<file path="src/logic/pdsr_cfg.svh">
// Constants for the same-power renegotiation sequencer
//
// Notes on behaviour
// - Same-power request answered with Accept, no transition
// - GoodCRC for Accept needed before power-ready step
// - Wait transition delay, send PS_RDY, supply unchanged
// - No-change decision from policy manager or supply
// - Bus in tolerance within 285 ms of transition
// - Swap-standby Source becomes Sink within 15 ms
// - Short-circuit recovery within 120 s of removal
// - Source recovery lasts 0.66 s to 1 s
// - Transition delay between 25 ms and 35 ms
`ifndef PDSR_CFG_SVH
`define PDSR_CFG_SVH

// ****************************************************************
// Clock and time bases
// ****************************************************************
`define PDSR_CLK_HZ                 40000000
`define PDSR_MS_PER_S               1000
`define PDSR_CYCLES_PER_MS          (`PDSR_CLK_HZ / `PDSR_MS_PER_S)

// ****************************************************************
// Timing figures, each in its own unit
// ****************************************************************
`define PDSR_SRC_TRANSITION_MIN_MS  25
`define PDSR_SRC_TRANSITION_MAX_MS  35
`define PDSR_SRC_READY_MAX_MS       285
`define PDSR_NEW_SINK_MAX_MS        15
`define PDSR_SHORT_RECOVER_MAX_S    120
`define PDSR_SRC_RECOVER_MIN_MS     660
`define PDSR_SRC_RECOVER_MAX_S      1

// ****************************************************************
// Counts in millisecond ticks (least times gain one tick)
// ****************************************************************
`define PDSR_DELAY_TICKS            (`PDSR_SRC_TRANSITION_MIN_MS + 1)
`define PDSR_READY_TICKS            (`PDSR_SRC_READY_MAX_MS)
`define PDSR_NEW_SINK_TICKS         (`PDSR_NEW_SINK_MAX_MS)
`define PDSR_SHORT_TICKS            (`PDSR_SHORT_RECOVER_MAX_S * `PDSR_MS_PER_S)
`define PDSR_RECOVER_TICKS          (`PDSR_SRC_RECOVER_MIN_MS + 1)
`define PDSR_RECOVER_MAX_TICKS      (`PDSR_SRC_RECOVER_MAX_S * `PDSR_MS_PER_S)

// ****************************************************************
// Watchdog slots
// ****************************************************************
`define PDSR_WD_READY               0
`define PDSR_WD_NEW_SINK            1
`define PDSR_WD_SHORT               2
`define PDSR_WD_NUM                 3

`endif

</file>
<file path="src/logic/pdsr_pkg.sv">
// Types shared by the same-power renegotiation sequencer
`default_nettype none
package pdsr_pkg;

	// ****************************************************************
	// Enumerations
	// ****************************************************************
	// Sequence states, Gray coded along the normal path from IDLE to DONE
	typedef enum logic [2:0] {
		PDSR_IDLE      = 3'h0,
		PDSR_ACCEPT    = 3'h1,
		PDSR_CRC_ACC   = 3'h3,
		PDSR_DELAY     = 3'h2,
		PDSR_PS_RDY    = 3'h6,
		PDSR_CRC_RDY   = 3'h7,
		PDSR_DONE      = 3'h5
	} pdsr_state_type;

	// Message kinds that this sequencer sends
	typedef enum logic {
		PDSR_MSG_ACCEPT = 1'h0,
		PDSR_MSG_PS_RDY = 1'h1
	} pdsr_kind_type;

	// ****************************************************************
	// Carriers
	// ****************************************************************
	// Incoming request from the policy engine front end
	typedef struct packed {
		logic valid;       // One-cycle request pulse
		logic same_power;  // Requested voltage and current equal present ones
	} pdsr_req_type;

	// Outgoing message request toward the protocol layer
	typedef struct packed {
		logic          valid;  // Held until taken
		pdsr_kind_type kind;   // Which message
	} pdsr_tx_type;

endpackage
`default_nettype wire

</file>
<file path="src/logic/pdsr_ms_tick.sv">
// Millisecond enable pulse divider for the sequencer timers
`timescale 1ns/1ps
`default_nettype none
`include "pdsr_cfg.svh"
module pdsr_ms_tick #(
	parameter int CYCLES_PER_MS = `PDSR_CYCLES_PER_MS
) (
	input  wire logic ref_clk,
	input  wire logic sys_rst,
	output logic      tick
);
	import pdsr_pkg::*;

	// ****************************************************************
	// State
	// ****************************************************************
	typedef struct packed {
		logic [31:0] cnt;   // Cycles into the current millisecond
		logic        tick;  // Registered pulse
	} pdsr_tick_state_type;

	pdsr_tick_state_type st;       // Registered state
	pdsr_tick_state_type next_st;  // Next state

	// Refuse a divider too short to give a one-cycle pulse
	if (CYCLES_PER_MS < 2) begin : g_chk
		$error("pdsr_ms_tick: CYCLES_PER_MS must be at least 2");
	end

	// Count and wrap, pulse on the wrap
	always_comb begin
		next_st = st;
		next_st.tick = 1'b0;
		if (st.cnt == 32'(CYCLES_PER_MS - 1)) begin
			next_st.cnt = 32'h0;
			next_st.tick = 1'b1;
		end else begin
			next_st.cnt = st.cnt + 32'h1;
		end
	end

	// Register the whole state
	always_ff @(posedge ref_clk or posedge sys_rst) begin
		if (sys_rst) begin
			st <= '0;
		end else begin
			st <= next_st;
		end
	end

	assign tick = st.tick;

endmodule
`default_nettype wire

</file>
<file path="src/logic/pdsr_sequencer.sv">
// Source-side sequencer for a same-power renegotiation, with supply watchdogs
`timescale 1ns/1ps
`default_nettype none
`include "pdsr_cfg.svh"
module pdsr_sequencer #(
	parameter int CYCLES_PER_MS = `PDSR_CYCLES_PER_MS,
	parameter int WD_W          = 17
) (
	input  wire logic                 ref_clk,
	input  wire logic                 sys_rst,
	input  wire pdsr_pkg::pdsr_req_type req,
	input  wire logic                 decide_by_supply,
	input  wire logic                 dpm_no_change,
	input  wire logic                 supply_no_change,
	output pdsr_pkg::pdsr_tx_type     tx,
	input  wire logic                 tx_ready,
	input  wire logic                 goodcrc_rx,
	input  wire logic                 proto_abort,
	output logic                      supply_hold,
	output logic                      seq_busy,
	output logic                      seq_done,
	output logic                      seq_fail,
	output logic                      req_forward,
	input  wire logic [2:0]           wd_start,
	input  wire logic [2:0]           wd_met_pin,
	output logic [2:0]                wd_busy,
	output logic [2:0]                wd_miss,
	input  wire logic                 rec_start,
	output logic                      src_recovering,
	output logic                      rec_done
);
	import pdsr_pkg::*;

	// ****************************************************************
	// Elaboration checks
	// ****************************************************************
	// The longest window is the short-circuit one, in ms ticks
	if (WD_W < 17 || WD_W > 31) begin : g_chk_w
		$error("pdsr_sequencer: WD_W must be 17 to 31");
	end

	// ****************************************************************
	// Watchdog limits in ms ticks
	// ****************************************************************
	localparam logic [2:0][WD_W-1:0] WD_LIMIT = {
		WD_W'(`PDSR_SHORT_TICKS),
		WD_W'(`PDSR_NEW_SINK_TICKS),
		WD_W'(`PDSR_READY_TICKS)
	};
	localparam logic [5:0] DELAY_TICKS   = 6'(`PDSR_DELAY_TICKS);
	localparam logic [9:0] RECOVER_TICKS = 10'(`PDSR_RECOVER_TICKS);

	// ****************************************************************
	// State
	// ****************************************************************
	typedef struct packed {
		pdsr_state_type        state;     // Sequence position
		pdsr_kind_type         kind;      // Message being offered
		logic [5:0]            dly;       // Transition delay ticks
		logic                  done;      // Completion pulse
		logic                  fail;      // Abort pulse
		logic                  fwd;       // Request handed elsewhere
		logic [2:0]            sync1;     // First synchroniser stage
		logic [2:0]            sync2;     // Second synchroniser stage
		logic [2:0][WD_W-1:0]  wd_cnt;    // Watchdog tick counts
		logic [2:0]            wd_busy;   // Watchdog armed
		logic [2:0]            wd_miss;   // Deadline missed
		logic [9:0]            rec_cnt;   // Recovery ticks
		logic                  rec_on;    // Recovery interval active
		logic                  rec_done;  // Recovery end pulse
	} pdsr_seq_state_type;

	pdsr_seq_state_type st;       // Registered state
	pdsr_seq_state_type next_st;  // Next state
	logic               ms_tick;  // One-cycle millisecond enable
	logic               no_change;

	// ****************************************************************
	// Millisecond time base
	// ****************************************************************
	pdsr_ms_tick #(
		.CYCLES_PER_MS (CYCLES_PER_MS)
	) u_tick (
		.ref_clk (ref_clk),
		.sys_rst (sys_rst),
		.tick    (ms_tick)
	);

	// Pick the party that decides no transition is needed
	always_comb begin
		if (decide_by_supply) begin
			no_change = supply_no_change;
		end else begin
			no_change = dpm_no_change;
		end
	end

	// ****************************************************************
	// Next-state logic
	// ****************************************************************
	always_comb begin
		next_st = st;
		next_st.done = 1'b0;
		next_st.fail = 1'b0;
		next_st.fwd = 1'b0;
		next_st.rec_done = 1'b0;
		// Pin levels pass two flops before anything looks at them
		next_st.sync1 = wd_met_pin;
		next_st.sync2 = st.sync1;

		// Message sequence
		case (st.state)
			PDSR_IDLE: begin
				if (req.valid && req.same_power && no_change) begin
					next_st.state = PDSR_ACCEPT;
					next_st.kind = PDSR_MSG_ACCEPT;
				end else if (req.valid) begin
					// Any real change belongs to the full transition path
					next_st.fwd = 1'b1;
				end
			end
			PDSR_ACCEPT: begin
				if (tx_ready) begin
					next_st.state = PDSR_CRC_ACC;
				end
			end
			PDSR_CRC_ACC: begin
				// Delay only starts once the Accept is acknowledged
				if (goodcrc_rx) begin
					next_st.state = PDSR_DELAY;
					next_st.dly = 6'h0;
				end
			end
			PDSR_DELAY: begin
				if (st.dly == DELAY_TICKS) begin
					next_st.state = PDSR_PS_RDY;
					next_st.kind = PDSR_MSG_PS_RDY;
				end else if (ms_tick) begin
					next_st.dly = st.dly + 6'h1;
				end
			end
			PDSR_PS_RDY: begin
				if (tx_ready) begin
					next_st.state = PDSR_CRC_RDY;
				end
			end
			PDSR_CRC_RDY: begin
				if (goodcrc_rx) begin
					next_st.state = PDSR_DONE;
				end
			end
			PDSR_DONE: begin
				next_st.state = PDSR_IDLE;
				next_st.done = 1'b1;
			end
			default: begin
				next_st.state = PDSR_IDLE;
			end
		endcase

		// Protocol reset or lost message ends the sequence at once
		if (proto_abort && st.state != PDSR_IDLE) begin
			next_st.state = PDSR_IDLE;
			next_st.fail = 1'b1;
		end

		// Supply deadlines: start arms, met level disarms, limit flags
		for (int i = 0; i < `PDSR_WD_NUM; i++) begin
			if (wd_start[i]) begin
				next_st.wd_busy[i] = 1'b1;
				next_st.wd_miss[i] = 1'b0;
				next_st.wd_cnt[i] = '0;
			end else if (st.wd_busy[i] && st.sync2[i]) begin
				next_st.wd_busy[i] = 1'b0;
			end else if (st.wd_busy[i] && st.wd_cnt[i] == WD_LIMIT[i]) begin
				next_st.wd_busy[i] = 1'b0;
				next_st.wd_miss[i] = 1'b1;
			end else if (st.wd_busy[i] && ms_tick) begin
				next_st.wd_cnt[i] = st.wd_cnt[i] + WD_W'(1);
			end
		end

		// Recovery interval held for its least time, well inside 1 s
		if (rec_start) begin
			next_st.rec_on = 1'b1;
			next_st.rec_cnt = 10'h0;
		end else if (st.rec_on && st.rec_cnt == RECOVER_TICKS) begin
			next_st.rec_on = 1'b0;
			next_st.rec_done = 1'b1;
		end else if (st.rec_on && ms_tick) begin
			next_st.rec_cnt = st.rec_cnt + 10'h1;
		end
	end

	// ****************************************************************
	// State register
	// ****************************************************************
	always_ff @(posedge ref_clk or posedge sys_rst) begin
		if (sys_rst) begin
			st <= '0;
		end else begin
			st <= next_st;
		end
	end

	// ****************************************************************
	// Outputs
	// ****************************************************************
	// Offer stands until the protocol layer takes it
	assign tx.valid = (st.state == PDSR_ACCEPT) || (st.state == PDSR_PS_RDY);
	assign tx.kind = st.kind;
	// Supply output stays put for the whole sequence
	assign supply_hold = (st.state != PDSR_IDLE);
	assign seq_busy = (st.state != PDSR_IDLE);
	assign seq_done = st.done;
	assign seq_fail = st.fail;
	assign req_forward = st.fwd;
	assign wd_busy = st.wd_busy;
	assign wd_miss = st.wd_miss;
	assign src_recovering = st.rec_on;
	assign rec_done = st.rec_done;

endmodule
`default_nettype wire

</file>
<file path="config.mk">
export PLATFORM = sky130hd
export DESIGN_NAME = pdsr_sequencer
export DESIGN_NICKNAME = d
export VERILOG_FILES = /design/src/logic/pdsr_pkg.sv /design/src/logic/pdsr_ms_tick.sv /design/src/logic/pdsr_sequencer.sv
export VERILOG_INCLUDE_DIRS = /design/src /design/src/logic
export SDC_FILE = /design/constraint.sdc
export NUM_CORES = 1
export LEC_CHECK = 0
export BUFFER_PORTS_ARGS = -buffer_cell sky130_fd_sc_hd__buf_2
export CAP_MARGIN = 20
export CORE_ASPECT_RATIO = 2
export CORE_MARGIN = 5
export CORE_UTILIZATION = 38
export DETAILED_ROUTE_END_ITERATION = 7
export PLACE_DENSITY = 0.62
export REMOVE_ABC_BUFFERS = 1
export SLEW_MARGIN = 0
export SYNTH_ARGS = -nofsm -noshare
export SYNTH_HDL_FRONTEND = slang
export SYNTH_SLANG_ARGS = --single-unit
</file>
<file path="constraint.sdc">
create_clock -name ref_clk -period 5 [get_ports ref_clk]
set_clock_uncertainty 0.2 [all_clocks]
set_input_delay 0.75 -clock ref_clk [delete_from_list [all_inputs] [get_ports ref_clk]]
set_output_delay 0.75 -clock ref_clk [all_outputs]
set_load 0.01 [all_outputs]
</file>
==> impl_results.rst, run 1 <==
.. list-table::
   :header-rows: 1

   * - Metric
     - Value
   * - Fraction of layout instances using a drive strength above 1
     - 12.46%
   * - Total of warnings raised by yosys
     - 0
   * - Switching fraction of total power
     - 22.65%
   * - Maximum cell stage delay along the critical path
     - 640 ps
   * - Endpoints failing hold
     - 0
   * - Number of cells upsized or downsized after cts
     - 0
   * - RSZ-0062 raised after global routing
     - false
   * - Number of antenna violations at the first check in global routing
     - 0
   * - Mean area per synthesized cell
     - ~9.8 um2
   * - Max Freq
     - 397.1 MHz
   * - Unique cell type count in the Yosys netlist
     - 53
   * - Source-to-sink clock delay at the later pin of the worst-skew pair
     - 410 ps
   * - Final number of max-transition violations
     - 0
   * - Area of the multi-input gates
     - 2726 um2
   * - Die outline area
     - 18470 um2
   * - Slowest stage cell on the critical path
     - sky130_fd_sc_hd__a41oi_2
   * - Placeable Area
     - 15620 um2
   * - Number of synthesized register bits
     - ~120
   * - Deepest level of the CTS H-tree
     - 4
   * - Number of fill cells in the layout
     - 1535
   * - Final Cycle Share
     - 50.37%
   * - Net Switching
     - approximately 510 uW
   * - Worst R2R Setup Slack
     - 2480 ps
   * - Leakage power
     - 2.980 nW
   * - Share of the yosys chip area belonging to registers
     - about half
   * - Int Pwr
     - between 1.5 and 2 mW
   * - Worst hold-check path type
     - reg -> reg
   * - Share of power burned in the clock network
     - 51.1%
   * - Count of boundary I/O pins
     - 32
   * - Standard-cell rows
     - between 60 and 70
   * - Start point of the worst hold path
     - next_st[70]$_DFF_PP0_
   * - First-pass GRT wire length
     - 19850 um
   * - Required arrival time at the worst endpoint
     - ~5100 ps
   * - Synth-to-layout area growth
     - 14.34%
   * - Worst hold-check slack
     - 145.3 ps
   * - DRT Pass-1 Iters
     - 4
   * - Combinational fraction of design power
     - 4.2%
   * - Worst slack after detailed placement
     - 2510 ps
   * - CP Max Fanout
     - 18
   * - Aggregate negative setup slack
     - 0 ps
   * - Vias in the first global route
     - 4263
   * - Aggregate routed wire length
     - around 11000 um
   * - Sequential fraction of design power
     - 44.7%
   * - RD Place Congestion
     - approximately 0.77
   * - EDFF count, synth
     - 0
   * - Yosys top cell by area
     - sky130_fd_sc_hd__dfrtp_1
   * - GRT Overall Usage
     - 12.83%
   * - Ant diodes
     - 0
   * - Headroom to the max-slew limit
     - 41.28%
   * - IR Drop Worst-Case VDD
     - 0.2391 mV
   * - Number of nets with antenna violations after detailed routing
     - 0
   * - P per Cell Area
     - 330.9 nW/um2
   * - Top FF cell, synth
     - sky130_fd_sc_hd__dfrtp_1
   * - Worst Max-Slew Pin Slew
     - 880.9 ps
   * - FF-to-FF path depth
     - 6
   * - Violation count after the first detailed-route iteration
     - 168
   * - Number of vias per cell after detailed routing
     - 5.136
   * - Number of cells on the worst hold path
     - 0
   * - Clk slew on worst S/H paths
     - roughly 50 ps
   * - Final critical-path setup slack
     - 2481 ps
   * - Post-route DRC
     - 0
   * - Nets
     - between 600 and 700
   * - Outcome
     - finished, final reports clean
   * - Type of the worst setup path
     - reg -> reg
   * - CTS max path bufs
     - 2
   * - Met3 wire len
     - 403 um
   * - Top cells by area, synth
     - sky130_fd_sc_hd__dfrtp_1 (51%), sky130_fd_sc_hd__xor2_1 (5.9%), sky130_fd_sc_hd__nor2_1 (5.3%)
   * - Worst R2R End
     - st[34]$_DFFE_PP0P_
   * - Total gr overflow
     - 0
   * - Placed wire-length estimate
     - 7443 um
   * - Share of synthesized flip-flops with an asynchronous set or reset
     - between 90% and 100%
   * - Vertical die dimension
     - 187.3 um
   * - Clock Root Buffer
     - sky130_fd_sc_hd__clkbuf_16
   * - Amount of wire on met2 after detailed routing
     - about 5200 um
   * - Worst reg2reg startpoint
     - st[18]$_DFFE_PP0P_
   * - Share of the synthesized area in the top cell type
     - 50.72%
   * - Setup-violating endpoint count in the final report
     - 0
   * - Max-cap violations
     - 0
   * - Wl on met1
     - around 5300 um
   * - Post-synthesis instance area
     - 5969 um2
   * - Critical Path Start Type
     - flip-flop
   * - Initial core utilization
     - a little under two fifths
   * - Width of the die
     - 98.63 um
   * - Maximum number of pins on one net before global-route repair
     - 74
   * - Setup fix buffers added after clock tree synthesis
     - 0
   * - Crit path cell chain
     - ha_1 > nor4b_1 > a41oi_2 > nand3_1 > or4_1 > nand2_1
   * - Uppermost routed layer
     - met4
   * - Post-Syn Instances
     - a little over 600
   * - CP Capture Type
     - flip-flop
   * - Worst path arrival time
     - 2660 ps
   * - Time the final worst path needs with I/O delays and setup
     - 2519 ps
   * - Count of buffers inserted at the top-level ports
     - 31
   * - Terminating pin of the worst hold path
     - st[70]$_DFF_PP0_
   * - Area of all sequential standard cells
     - 3028 um2
   * - Post-CTS Hold Buffers
     - 0
   * - CTS Buf Count
     - 17
   * - Total via count after detailed routing
     - 4371
   * - Wire length per cell
     - 13.00 um
   * - TritonCTS clock tree
     - yes
   * - Clk sink count
     - 121
==> layout make-up <==
cell class	instances	share of cell area, %
flip-flops and latches	121	44.36
multi-input cells	443	39.94
clock buffers	22	6.948
well taps	201	3.685
repair buffers	33	2.493
clock inverters	10	1.375
inverters	21	1.192
==> critical path, delay by kind of cell, from the launching register on <==
family	cells	cell delay, ps
AOI/OAI and AO/OA	1	640
adders and majority gates	1	220
and+or+nand+nor	4	990
DFF	1	420
==> per-layer routing <==
layer  GRT usage [%]  up-vias
met4           4.629        0
met1           17.84     2097
met5               0        -
met2           19.22       76
li1                -     2185
met3           3.434       13
==> sequential cells by signal (all words and copies together) (netlist names) <==
signal	count
st	73
u_tick.st	32
next_st	3
wd_busy	3
wd_miss	3
rec_done	1
req_forward	1
seq_done	1
seq_fail	1
src_recovering	1
tx	1
u_tick.tick	1
==> worst max path at each step <==
| stage | start | end |
|---|---|---|
| 4_1_cts | st[86]$_DFFE_PP0P_ | seq_busy |
| 6_report | st[18]$_DFFE_PP0P_ | st[34]$_DFFE_PP0P_ |
| 5_1_grt | st[18]$_DFFE_PP0P_ | st[34]$_DFFE_PP0P_ |
| 3_5_place_dp | st[18]$_DFFE_PP0P_ | st[34]$_DFFE_PP0P_ |
| 2_1_floorplan | sys_rst | next_st[69]$_DFF_PP0_ |
| 3_3_place_gp | st[18]$_DFFE_PP0P_ | st[34]$_DFFE_PP0P_ |
==> synthesized netlist by cell type (2+ instances only) <==
library cell               number
sky130_fd_sc_hd__and2_1         5
sky130_fd_sc_hd__nand4_1       37
sky130_fd_sc_hd__or2_2          4
sky130_fd_sc_hd__and4_1         6
sky130_fd_sc_hd__or4_1          3
sky130_fd_sc_hd__buf_4          9
sky130_fd_sc_hd__nand2b_1       7
sky130_fd_sc_hd__nand3_1       31
sky130_fd_sc_hd__a31oi_1        3
sky130_fd_sc_hd__ha_1          10
sky130_fd_sc_hd__o21ai_0       20
sky130_fd_sc_hd__xnor2_1       31
sky130_fd_sc_hd__a211oi_1       3
sky130_fd_sc_hd__xor2_1        40
sky130_fd_sc_hd__mux2i_1        2
sky130_fd_sc_hd__nor3_1        21
sky130_fd_sc_hd__and3_1        15
sky130_fd_sc_hd__a21oi_1       17
sky130_fd_sc_hd__nor4b_1        6
sky130_fd_sc_hd__mux2_2         3
sky130_fd_sc_hd__nor2_1        84
sky130_fd_sc_hd__nor4_1         7
sky130_fd_sc_hd__nor4bb_1       3
sky130_fd_sc_hd__nand2_1       45
sky130_fd_sc_hd__o211ai_1       4
sky130_fd_sc_hd__dfrtp_1      121
sky130_fd_sc_hd__a21o_1         2
sky130_fd_sc_hd__o21bai_1       2
sky130_fd_sc_hd__clkbuf_1      13
sky130_fd_sc_hd__inv_1         21
sky130_fd_sc_hd__or3_1         10
sky130_fd_sc_hd__nor2b_1        4
==> power groups by stage <==
stage	Sequential (mW)	Combinational [mW]	Clock [mW]
after floorplan	1.03	0.0535	0
after global placement	1.03	0.0974	0
after detailed placement	1.03	0.0985	0
after CTS	1.01	0.0991	1.19
after global routing	1.01	0.110	1.23
final	1.01	0.0950	1.15
==> cells in the final DEF, fill, tap and decap left out, types with 7 or more instances in the layout <==
| master | Yosys | final |
|---|---|---|
| sky130_fd_sc_hd__a21oi_1 | 17 | 17 |
| sky130_fd_sc_hd__and3_1 | 15 | 15 |
| sky130_fd_sc_hd__buf_2 | 1 | 31 |
| sky130_fd_sc_hd__clkbuf_16 | 0 | 17 |
| sky130_fd_sc_hd__dfrtp_1 | 121 | 121 |
| sky130_fd_sc_hd__ha_1 | 10 | 10 |
| sky130_fd_sc_hd__inv_1 | 21 | 20 |
| sky130_fd_sc_hd__nand2_1 | 45 | 45 |
| sky130_fd_sc_hd__nand2b_1 | 7 | 7 |
| sky130_fd_sc_hd__nand3_1 | 31 | 31 |
| sky130_fd_sc_hd__nand4_1 | 37 | 37 |
| sky130_fd_sc_hd__nor2_1 | 84 | 84 |
| sky130_fd_sc_hd__nor3_1 | 21 | 21 |
| sky130_fd_sc_hd__nor4_1 | 7 | 7 |
| sky130_fd_sc_hd__o21ai_0 | 20 | 20 |
| sky130_fd_sc_hd__or3_1 | 10 | 10 |
| sky130_fd_sc_hd__xnor2_1 | 31 | 31 |
| sky130_fd_sc_hd__xor2_1 | 40 | 40 |
==> cell families after synthesis <==
kind of cell | synth area share [%]
AND/OR/NAND/NOR | 26.12
flip-flops | 50.72
XOR/XNOR | 10.42
AO/OA/AOI/OAI | 6.141
buffers and inverters | 3.605
adder cells (fa/ha/maj) | 2.096
multiplexers | 0.9013
==> through the flow <==
step           instances  util [%]  cell area [um2]  power [mW]
3_3_place_gp         819     40.07             6257       1.124
6_report             851     43.71             6825       2.259
3_5_place_dp         819     40.07             6257       1.125
4_1_cts              851     43.71             6825       2.294
5_1_grt              851     43.71             6825       2.353
2_1_floorplan        585         -             5833       1.079
(Power assumes the default switching activity.)
==> run 2: changes to the inputs <==
--- a/config.mk
+++ b/config.mk
@@ -12,7 +12,7 @@
 export CORE_MARGIN = 5
 export CORE_UTILIZATION = 38
 export DETAILED_ROUTE_END_ITERATION = 7
-export PLACE_DENSITY = 0.62
+export PLACE_DENSITY = 0.64
 export REMOVE_ABC_BUFFERS = 1
 export SLEW_MARGIN = 0
 export SYNTH_ARGS = -nofsm -noshare
==> constraint.sdc (replaced) <==
create_clock -name ref_clk -period 2.1 [get_ports ref_clk]
set_clock_uncertainty 0.2 [all_clocks]
set_input_delay 0.315 -clock ref_clk [delete_from_list [all_inputs] [get_ports ref_clk]]
set_output_delay 0.315 -clock ref_clk [all_outputs]
set_load 0.01 [all_outputs]
==> run 2 against run 1 <==
Against the previous run: first-iteration DRC count is 5.4% lower; critical path depth is 1 lower; global-route usage is 0.77 points higher; sequential cell count stayed put; worst hold slack worse by 120 ps; non-clock buffer count is 44 higher; combinational power grew to 2.9 times the previous value; clock-buffer cell count is 2 higher; via count is 5.5% higher; cell count is 5.1% higher; design area is 7.4% higher; worst setup slack worse by 2400 ps; critical path type unchanged.
==> impl_results.rst, run 2 (synthesis results as in run 1) <==
.. list-table::
   :header-rows: 1

   * - Metric
     - Value
   * - GRT Overall Usage
     - 13.60% (+0.77 points)
   * - Maximum number of pins on one net before global-route repair
     - 39 (-47%)
   * - Combinational fraction of design power
     - 5.0% (+0.8 points)
   * - Vertical die dimension
     - 187.3 um (unchanged)
   * - Clk slew on worst S/H paths
     - 50 ps (about the same)
   * - Maximum cell stage delay along the critical path
     - 600 ps (-40 ps)
   * - First-pass GRT wire length
     - 20900 um (+5.3%)
   * - Int Pwr
     - 4.367 mW (+150%)
   * - Fraction of layout instances using a drive strength above 1
     - 19.05% (+6.6 points)
   * - Final Cycle Share
     - 98.48% (+48 points)
   * - Number of cells on the worst hold path
     - 2 (+2)
   * - Final design area excluding fillers
     - 7333 um2 (+7.4%)
   * - Number of vias per cell after detailed routing
     - 5.159 (+0.44%)
   * - Headroom to the max-slew limit
     - 65.12% (+24 points)
   * - Worst path arrival time
     - 2160 ps (-500 ps)
   * - Sequential fraction of design power
     - 43.2% (-1.5 points)
   * - Endpoints failing hold
     - 0 (unchanged)
   * - Register with the most flip-flops
     - st
   * - Switching fraction of total power
     - 21.39% (-1.3 points)
   * - Commonest non-fill, non-tap cells in the layout
     - sky130_fd_sc_hd__dfrtp_1 (120), sky130_fd_sc_hd__nor2_1 (84), sky130_fd_sc_hd__nand2_1 (45)
   * - Slowest stage cell on the critical path
     - sky130_fd_sc_hd__or4_4
   * - Outcome
     - finished, final reports clean
   * - Placeable Area
     - 15620 um2 (unchanged)
   * - DRT Pass-1 Iters
     - 5 (+1)
   * - Worst Max-Slew Pin Slew
     - 523.2 ps (-357.6 ps)
   * - Ant diodes
     - 0 (unchanged)
   * - Count of buffers inserted at the top-level ports
     - 31 (unchanged)
   * - Net Switching
     - 1.188 mW (+130%)
   * - TritonCTS clock tree
     - yes
   * - Required arrival time at the worst endpoint
     - 2190 ps (-2950 ps)
   * - Max Freq
     - 483.5 MHz (+22%)
   * - Leakage power
     - 3.263 nW (+9.5%)
   * - Source-to-sink clock delay at the later pin of the worst-skew pair
     - 410 ps (about the same)
   * - Type of the worst setup path
     - reg -> reg
   * - Vias in the first global route
     - 4570 (+7.2%)
   * - Initial core utilization
     - 38.23% (unchanged)
   * - Width of the die
     - 98.63 um (unchanged)
   * - Placed wire-length estimate
     - 8156 um (+9.6%)
   * - Critical Path Start Type
     - flip-flop
   * - Aggregate routed wire length
     - 12080 um (+9.2%)
   * - Count of boundary I/O pins
     - 32 (unchanged)
   * - IR Drop Worst-Case VDD
     - 0.5051 mV (+110%)
   * - Most frequent standard cell in the layout excluding fill and tap cells
     - sky130_fd_sc_hd__dfrtp_1
   * - CTS max path bufs
     - 2 (unchanged)
   * - Final cell count without fillers
     - 894 (+5.1%)
   * - Die outline area
     - 18470 um2 (unchanged)
   * - Nets
     - 708 (+6.6%)
   * - Area after detailed placement
     - 6558 um2 (+4.8%)
   * - Max-cap violations
     - 0 (unchanged)
   * - Synth-to-layout area growth
     - 22.85%
   * - Aggregate negative setup slack
     - 0 ps (unchanged)
   * - Violation count after the first detailed-route iteration
     - 159 (-5.4%)
   * - Final number of max-transition violations
     - 0 (unchanged)
   * - Time the final worst path needs with I/O delays and setup
     - 2068 ps (-450.4 ps)
   * - Clk sink count
     - 121 (unchanged)
   * - Worst hold-check slack
     - 25.56 ps (-119.7 ps)
   * - CP Capture Type
     - flip-flop
   * - CTS Buf Count
     - 17 (unchanged)
   * - Post-route DRC
     - 0 (unchanged)
   * - CP Max Fanout
     - 5 (-13)
   * - Worst hold-check path type
     - in -> reg
   * - P per Cell Area
     - 757.6 nW/um2 (+130%)
   * - Number of nets with antenna violations after detailed routing
     - 0 (unchanged)
   * - Wire length per cell
     - 13.51 um (+4.0%)
   * - Setup-violating endpoint count in the final report
     - 0 (unchanged)
   * - Total gr overflow
     - 0 (unchanged)
   * - Share of power burned in the clock network
     - 51.8% (+0.7 points)
   * - Final core occ
     - 46.96% (+3.3 points)
   * - Crit path cell chain
     - nor4b_2 > nand4_1 > or4_4 > a31oi_2 > nand2_1
   * - Top flop regs
     - st x73, u_tick.st x32
   * - DP Cell Count
     - 854 (+4.3%)
   * - Total via count after detailed routing
     - 4612 (+5.5%)
   * - Clock Root Buffer
     - sky130_fd_sc_hd__clkbuf_16
   * - Number of antenna violations at the first check in global routing
     - 0 (unchanged)
   * - Largest register FFs
     - 73 (unchanged)
   * - Deepest level of the CTS H-tree
     - 4 (unchanged)
   * - Standard-cell rows
     - 65 (unchanged)
   * - RD Place Congestion
     - 0.7968 (+3.2%)
   * - FF-to-FF path depth
     - 5 (-1)
==> run 2: critical path: cells and delay by family, from the launching register on <==
family / cells / cell delay [ps]
and+or+nand+nor: 4 / 1110
DFF: 1 / 430
AOI/OAI and AO/OA: 1 / 200
==> run 2: final timing paths <==
kind                            slack [ps]                     from                      end
worst max-delay path                    30  u_tick.st[18]$_DFF_PP0_  u_tick.st[11]$_DFF_PP0_
worst min-delay path                    30                rec_start        st[7]$_DFFE_PP0P_
worst max register to register          30  u_tick.st[18]$_DFF_PP0_  u_tick.st[11]$_DFF_PP0_
worst min register to register         150    next_st[69]$_DFF_PP0_         st[69]$_DFF_PP0_
max in group asynchronous              830                  sys_rst       st[86]$_DFFE_PP0P_
min in group asynchronous              310                  sys_rst   wd_miss[0]$_DFFE_PP0P_
==> run 2: layout make-up <==
| class | instances | area, um2 |
|---|---|---|
| fill | 1467 | 8282 |
| sequential | 121 | 3029 |
| multi-input combinational | 443 | 2824 |
| timing repair buffer | 77 | 555.5 |
| clock buffer | 24 | 501.7 |
| tap | 201 | 251.5 |
| clock inverter | 7 | 90.09 |
| inverter | 21 | 81.33 |
==> run 2: stage by stage <==
| stage | setup slack, ps | power, mW |
|---|---|---|
| after floorplan | -1629 | 2.569 |
| after global placement | 23.72 | 2.707 |
| after detailed placement | -7.250 | 2.711 |
| after CTS | 11.56 | 5.625 |
| after global routing | -50.07 | 5.768 |
| final | 31.84 | 5.556 |
==> run 2: repair_timing <==
item / in CTS / in global routing
gates resized for setup: 2 / 16
pin swaps: 0 / 4
hold endpoints to repair: 42 / 0
endpoints found under the setup margin: 3 / 42
setup buffers: 0 / 2
hold buffers: 7 / 0
cloned: 0 / 0
==> run 2: layer usage <==
metal / share of wire (%) / GRT usage, %
met1: 47 / 18.16
met2: 49 / 21.15
met3: 3.9 / 2.874
met4: 0.79 / 6.049
met5: 0 / 0
==> run 2: power groups by stage <==
stage          Sequential (mW)  Combinational, mW  Clock, mW
3_3_place_gp              2.43              0.272          0
5_1_grt                   2.40              0.321       3.05
4_1_cts                   2.39              0.286       2.94
6_report                  2.40              0.279       2.88
2_1_floorplan             2.44              0.127          0
3_5_place_dp              2.44              0.275          0
==> run 3: changes to the inputs <==
--- a/config.mk
+++ b/config.mk
@@ -6,7 +6,7 @@
 export SDC_FILE = /design/constraint.sdc
 export NUM_CORES = 1
 export LEC_CHECK = 0
-export BUFFER_PORTS_ARGS = -buffer_cell sky130_fd_sc_hd__buf_2
+export BUFFER_PORTS_ARGS = -buffer_cell sky130_fd_sc_hd__buf_4
 export CAP_MARGIN = 20
 export CORE_ASPECT_RATIO = 2
 export CORE_MARGIN = 5
==> run 3 against run 2 <==
Against the previous run: maximum frequency increased by 1.7%; cell count down 0.34%; global-route usage is 0.053 points higher; worst hold slack worse by 3.3 ps; utilization is 0.088 points higher; sequential share of layout area is 0.095 points lower; combinational power is 7.9% higher; largest power group unchanged.
==> impl_results.rst, run 3 (synthesis results as in run 1) <==
.. list-table::
   :header-rows: 1

   * - Metric
     - Value
   * - Worst reg2reg startpoint
     - u_tick.st[18]$_DFF_PP0_
   * - Register with the most flip-flops
     - st
   * - P per Cell Area
     - 741.8 nW/um2 (-2.1%)
   * - Max-cap violations
     - 0 (unchanged)
   * - Time the final worst path needs with I/O delays and setup
     - 2034 ps (-34.49 ps)
   * - Vias in the first global route
     - 4606 (+0.79%)
   * - Violation count after the first detailed-route iteration
     - 132 (-17%)
   * - Setup-violating endpoint count in the final report
     - 0 (unchanged)
   * - Synth-to-layout area growth
     - 23.08%
   * - Slowest stage cell on the critical path
     - sky130_fd_sc_hd__or4_4
   * - Worst Max-Slew Pin Slew
     - 340.4 ps (-182.8 ps)
   * - Final number of max-transition violations
     - 0 (unchanged)
   * - Max Freq
     - 491.7 MHz (+1.7%)
   * - Number of nets with antenna violations after detailed routing
     - 0 (unchanged)
   * - CP Capture Type
     - flip-flop
   * - Top flop regs
     - st x73, u_tick.st x32
   * - CP Max Fanout
     - 5 (unchanged)
   * - First-pass GRT wire length
     - 21020 um (+0.59%)
   * - Deepest level of the CTS H-tree
     - 4 (unchanged)
   * - Endpoints failing hold
     - 0 (unchanged)
   * - Post-route DRC
     - 0 (unchanged)
   * - Count of buffers inserted at the top-level ports
     - 31 (unchanged)
   * - Number of antenna violations at the first check in global routing
     - 0 (unchanged)
   * - DRT Pass-1 Iters
     - 4 (-1)
   * - Placeable Area
     - 15620 um2 (unchanged)
   * - Fraction of layout instances using a drive strength above 1
     - 18.41% (-0.64 points)
   * - Critical path origin
     - u_tick.st[18]$_DFF_PP0_
   * - Aggregate routed wire length
     - 12000 um (-0.64%)
   * - IR Drop Worst-Case VDD
     - 0.5097 mV (+0.91%)
   * - Number of vias per cell after detailed routing
     - 5.155 (about the same)
   * - CTS Buf Count
     - 17 (unchanged)
   * - Width of the die
     - 98.63 um (unchanged)
   * - Required arrival time at the worst endpoint
     - 2180 ps (about the same)
   * - Number of buffers and inverters on the critical path
     - 0 (unchanged)
   * - Maximum number of pins on one net before global-route repair
     - 48 (+23%)
   * - Clk sink count
     - 121 (unchanged)
   * - Total gr overflow
     - 0 (unchanged)
   * - Standard-cell rows
     - 65 (unchanged)
   * - Critical Path Start Type
     - flip-flop
   * - Count of boundary I/O pins
     - 32 (unchanged)
   * - Area of all sequential standard cells
     - 3028 um2 (about the same)
   * - Leakage power
     - 3.274 nW (+0.35%)
   * - Clk slew on worst S/H paths
     - 50 ps (about the same)
   * - Source-to-sink clock delay at the later pin of the worst-skew pair
     - 410 ps (about the same)
   * - Nets
     - 705 (-0.42%)
   * - Die outline area
     - 18470 um2 (unchanged)
   * - RD Place Congestion
     - 0.8027 (+0.74%)
   * - Start point of the worst hold path
     - wd_start[1]
   * - Final cell count without fillers
     - 891 (-0.34%)
   * - DP Cell Count
     - 852 (-0.23%)
   * - Commonest non-fill, non-tap cells in the layout
     - sky130_fd_sc_hd__dfrtp_1 (121), sky130_fd_sc_hd__nor2_1 (84), sky130_fd_sc_hd__buf_4 (65)
   * - Area of the multi-input gates
     - 2825 um2 (about the same)
   * - Worst path arrival time
     - 2110 ps (-50 ps)
   * - Placed wire-length estimate
     - 8111 um (-0.55%)
   * - Crit path cell chain
     - nor4b_2 > nand4_1 > or4_4 > a31oi_1 > nand2_1
   * - Largest register FFs
     - 73 (unchanged)
   * - Initial core utilization
     - 38.23% (unchanged)
   * - Crit-path leading delay family
     - simple AND/OR/NAND/NOR gates
   * - Type of the worst setup path
     - reg -> reg
   * - Number of fill cells in the layout
     - 1500 (+2.2%)
   * - Worst hold-check path type
     - in -> reg
   * - Final Cycle Share
     - 96.84% (-1.6 points)
   * - TritonCTS clock tree
     - yes
   * - Clock Root Buffer
     - sky130_fd_sc_hd__clkbuf_16
   * - Maximum cell stage delay along the critical path
     - 610 ps (about the same)
   * - Headroom to the max-slew limit
     - 76.99% (+12 points)
   * - Vertical die dimension
     - 187.3 um (unchanged)
   * - Ant diodes
     - 0 (unchanged)
   * - Wire length per cell
     - 13.47 um (-0.30%)
   * - Most frequent standard cell in the layout excluding fill and tap cells
     - sky130_fd_sc_hd__dfrtp_1
   * - Total via count after detailed routing
     - 4593 (-0.41%)
   * - Final core occ
     - 47.05% (+0.088 points)
   * - GRT Overall Usage
     - 13.66% (+0.053 points)
   * - CTS max path bufs
     - 2 (unchanged)
   * - Outcome
     - finished, final reports clean
## run 3: where the power goes
| group | internal [mW] | switching, mW |
|---|---|---|
| combinational | 0.132 | 0.170 |
| clock | 1.79 | 0.965 |
| sequential | 2.37 | 0.0294 |
## run 3: per-stage QoR
step           setup slack (ps)  hold slack [ps]  TNS (ps)  cell area (um2)  total power, mW
2_1_floorplan             -1629            131.2   -197330             5833            2.569
5_1_grt                  -16.15            16.29    -77.96             7347            5.682
6_report                  66.33            22.26         0             7347            5.450
4_1_cts                   15.72            1.146         0             7257            5.533
3_5_place_dp             -2.793            97.60    -2.793             6608            2.732
3_3_place_gp              48.58            101.1         0             6608            2.727
## run 3: worst paths after layout
| kind | cells past startpoint | end | slack (ps) |
|---|---|---|---|
| worst max-delay path | 5 | u_tick.st[13]$_DFF_PP0_ | 70 |
| worst min-delay path | 2 | st[42]$_DFFE_PP0P_ | 20 |
| worst max register to register | 5 | u_tick.st[13]$_DFF_PP0_ | 70 |
| worst min register to register | 0 | st[69]$_DFF_PP0_ | 150 |
| max in group asynchronous | 4 | st[45]$_DFFE_PP0P_ | 930 |
| min in group asynchronous | 3 | u_tick.st[28]$_DFF_PP0_ | 230 |
## run 3: what timing repair did
action,4_1_cts,5_1_grt
buffers inserted,0,1
endpoints found under the setup margin,4,24
hold endpoints to repair,76,0
resized for setup,3,14
hold buffers,7,0
pin swaps,0,2
## run 3: final cells by class
cell class              instances  share of cell area [%]
repair buffers                 74                   8.140
well taps                     201                   3.423
flip-flops and latches        121                   41.21
clock buffers                  22                   6.318
clock inverters                 9                   1.345
multi-input cells             443                   38.45
inverters                      21                   1.107
## run 3: metal layers
layer	wire length [um]	up-vias	track usage, %
met5	0	-	0
met1	5623	2255	18.04
met2	5863	57	21.70
met3	334	13	3.807
met4	181	0	4.261
li1	-	2268	-
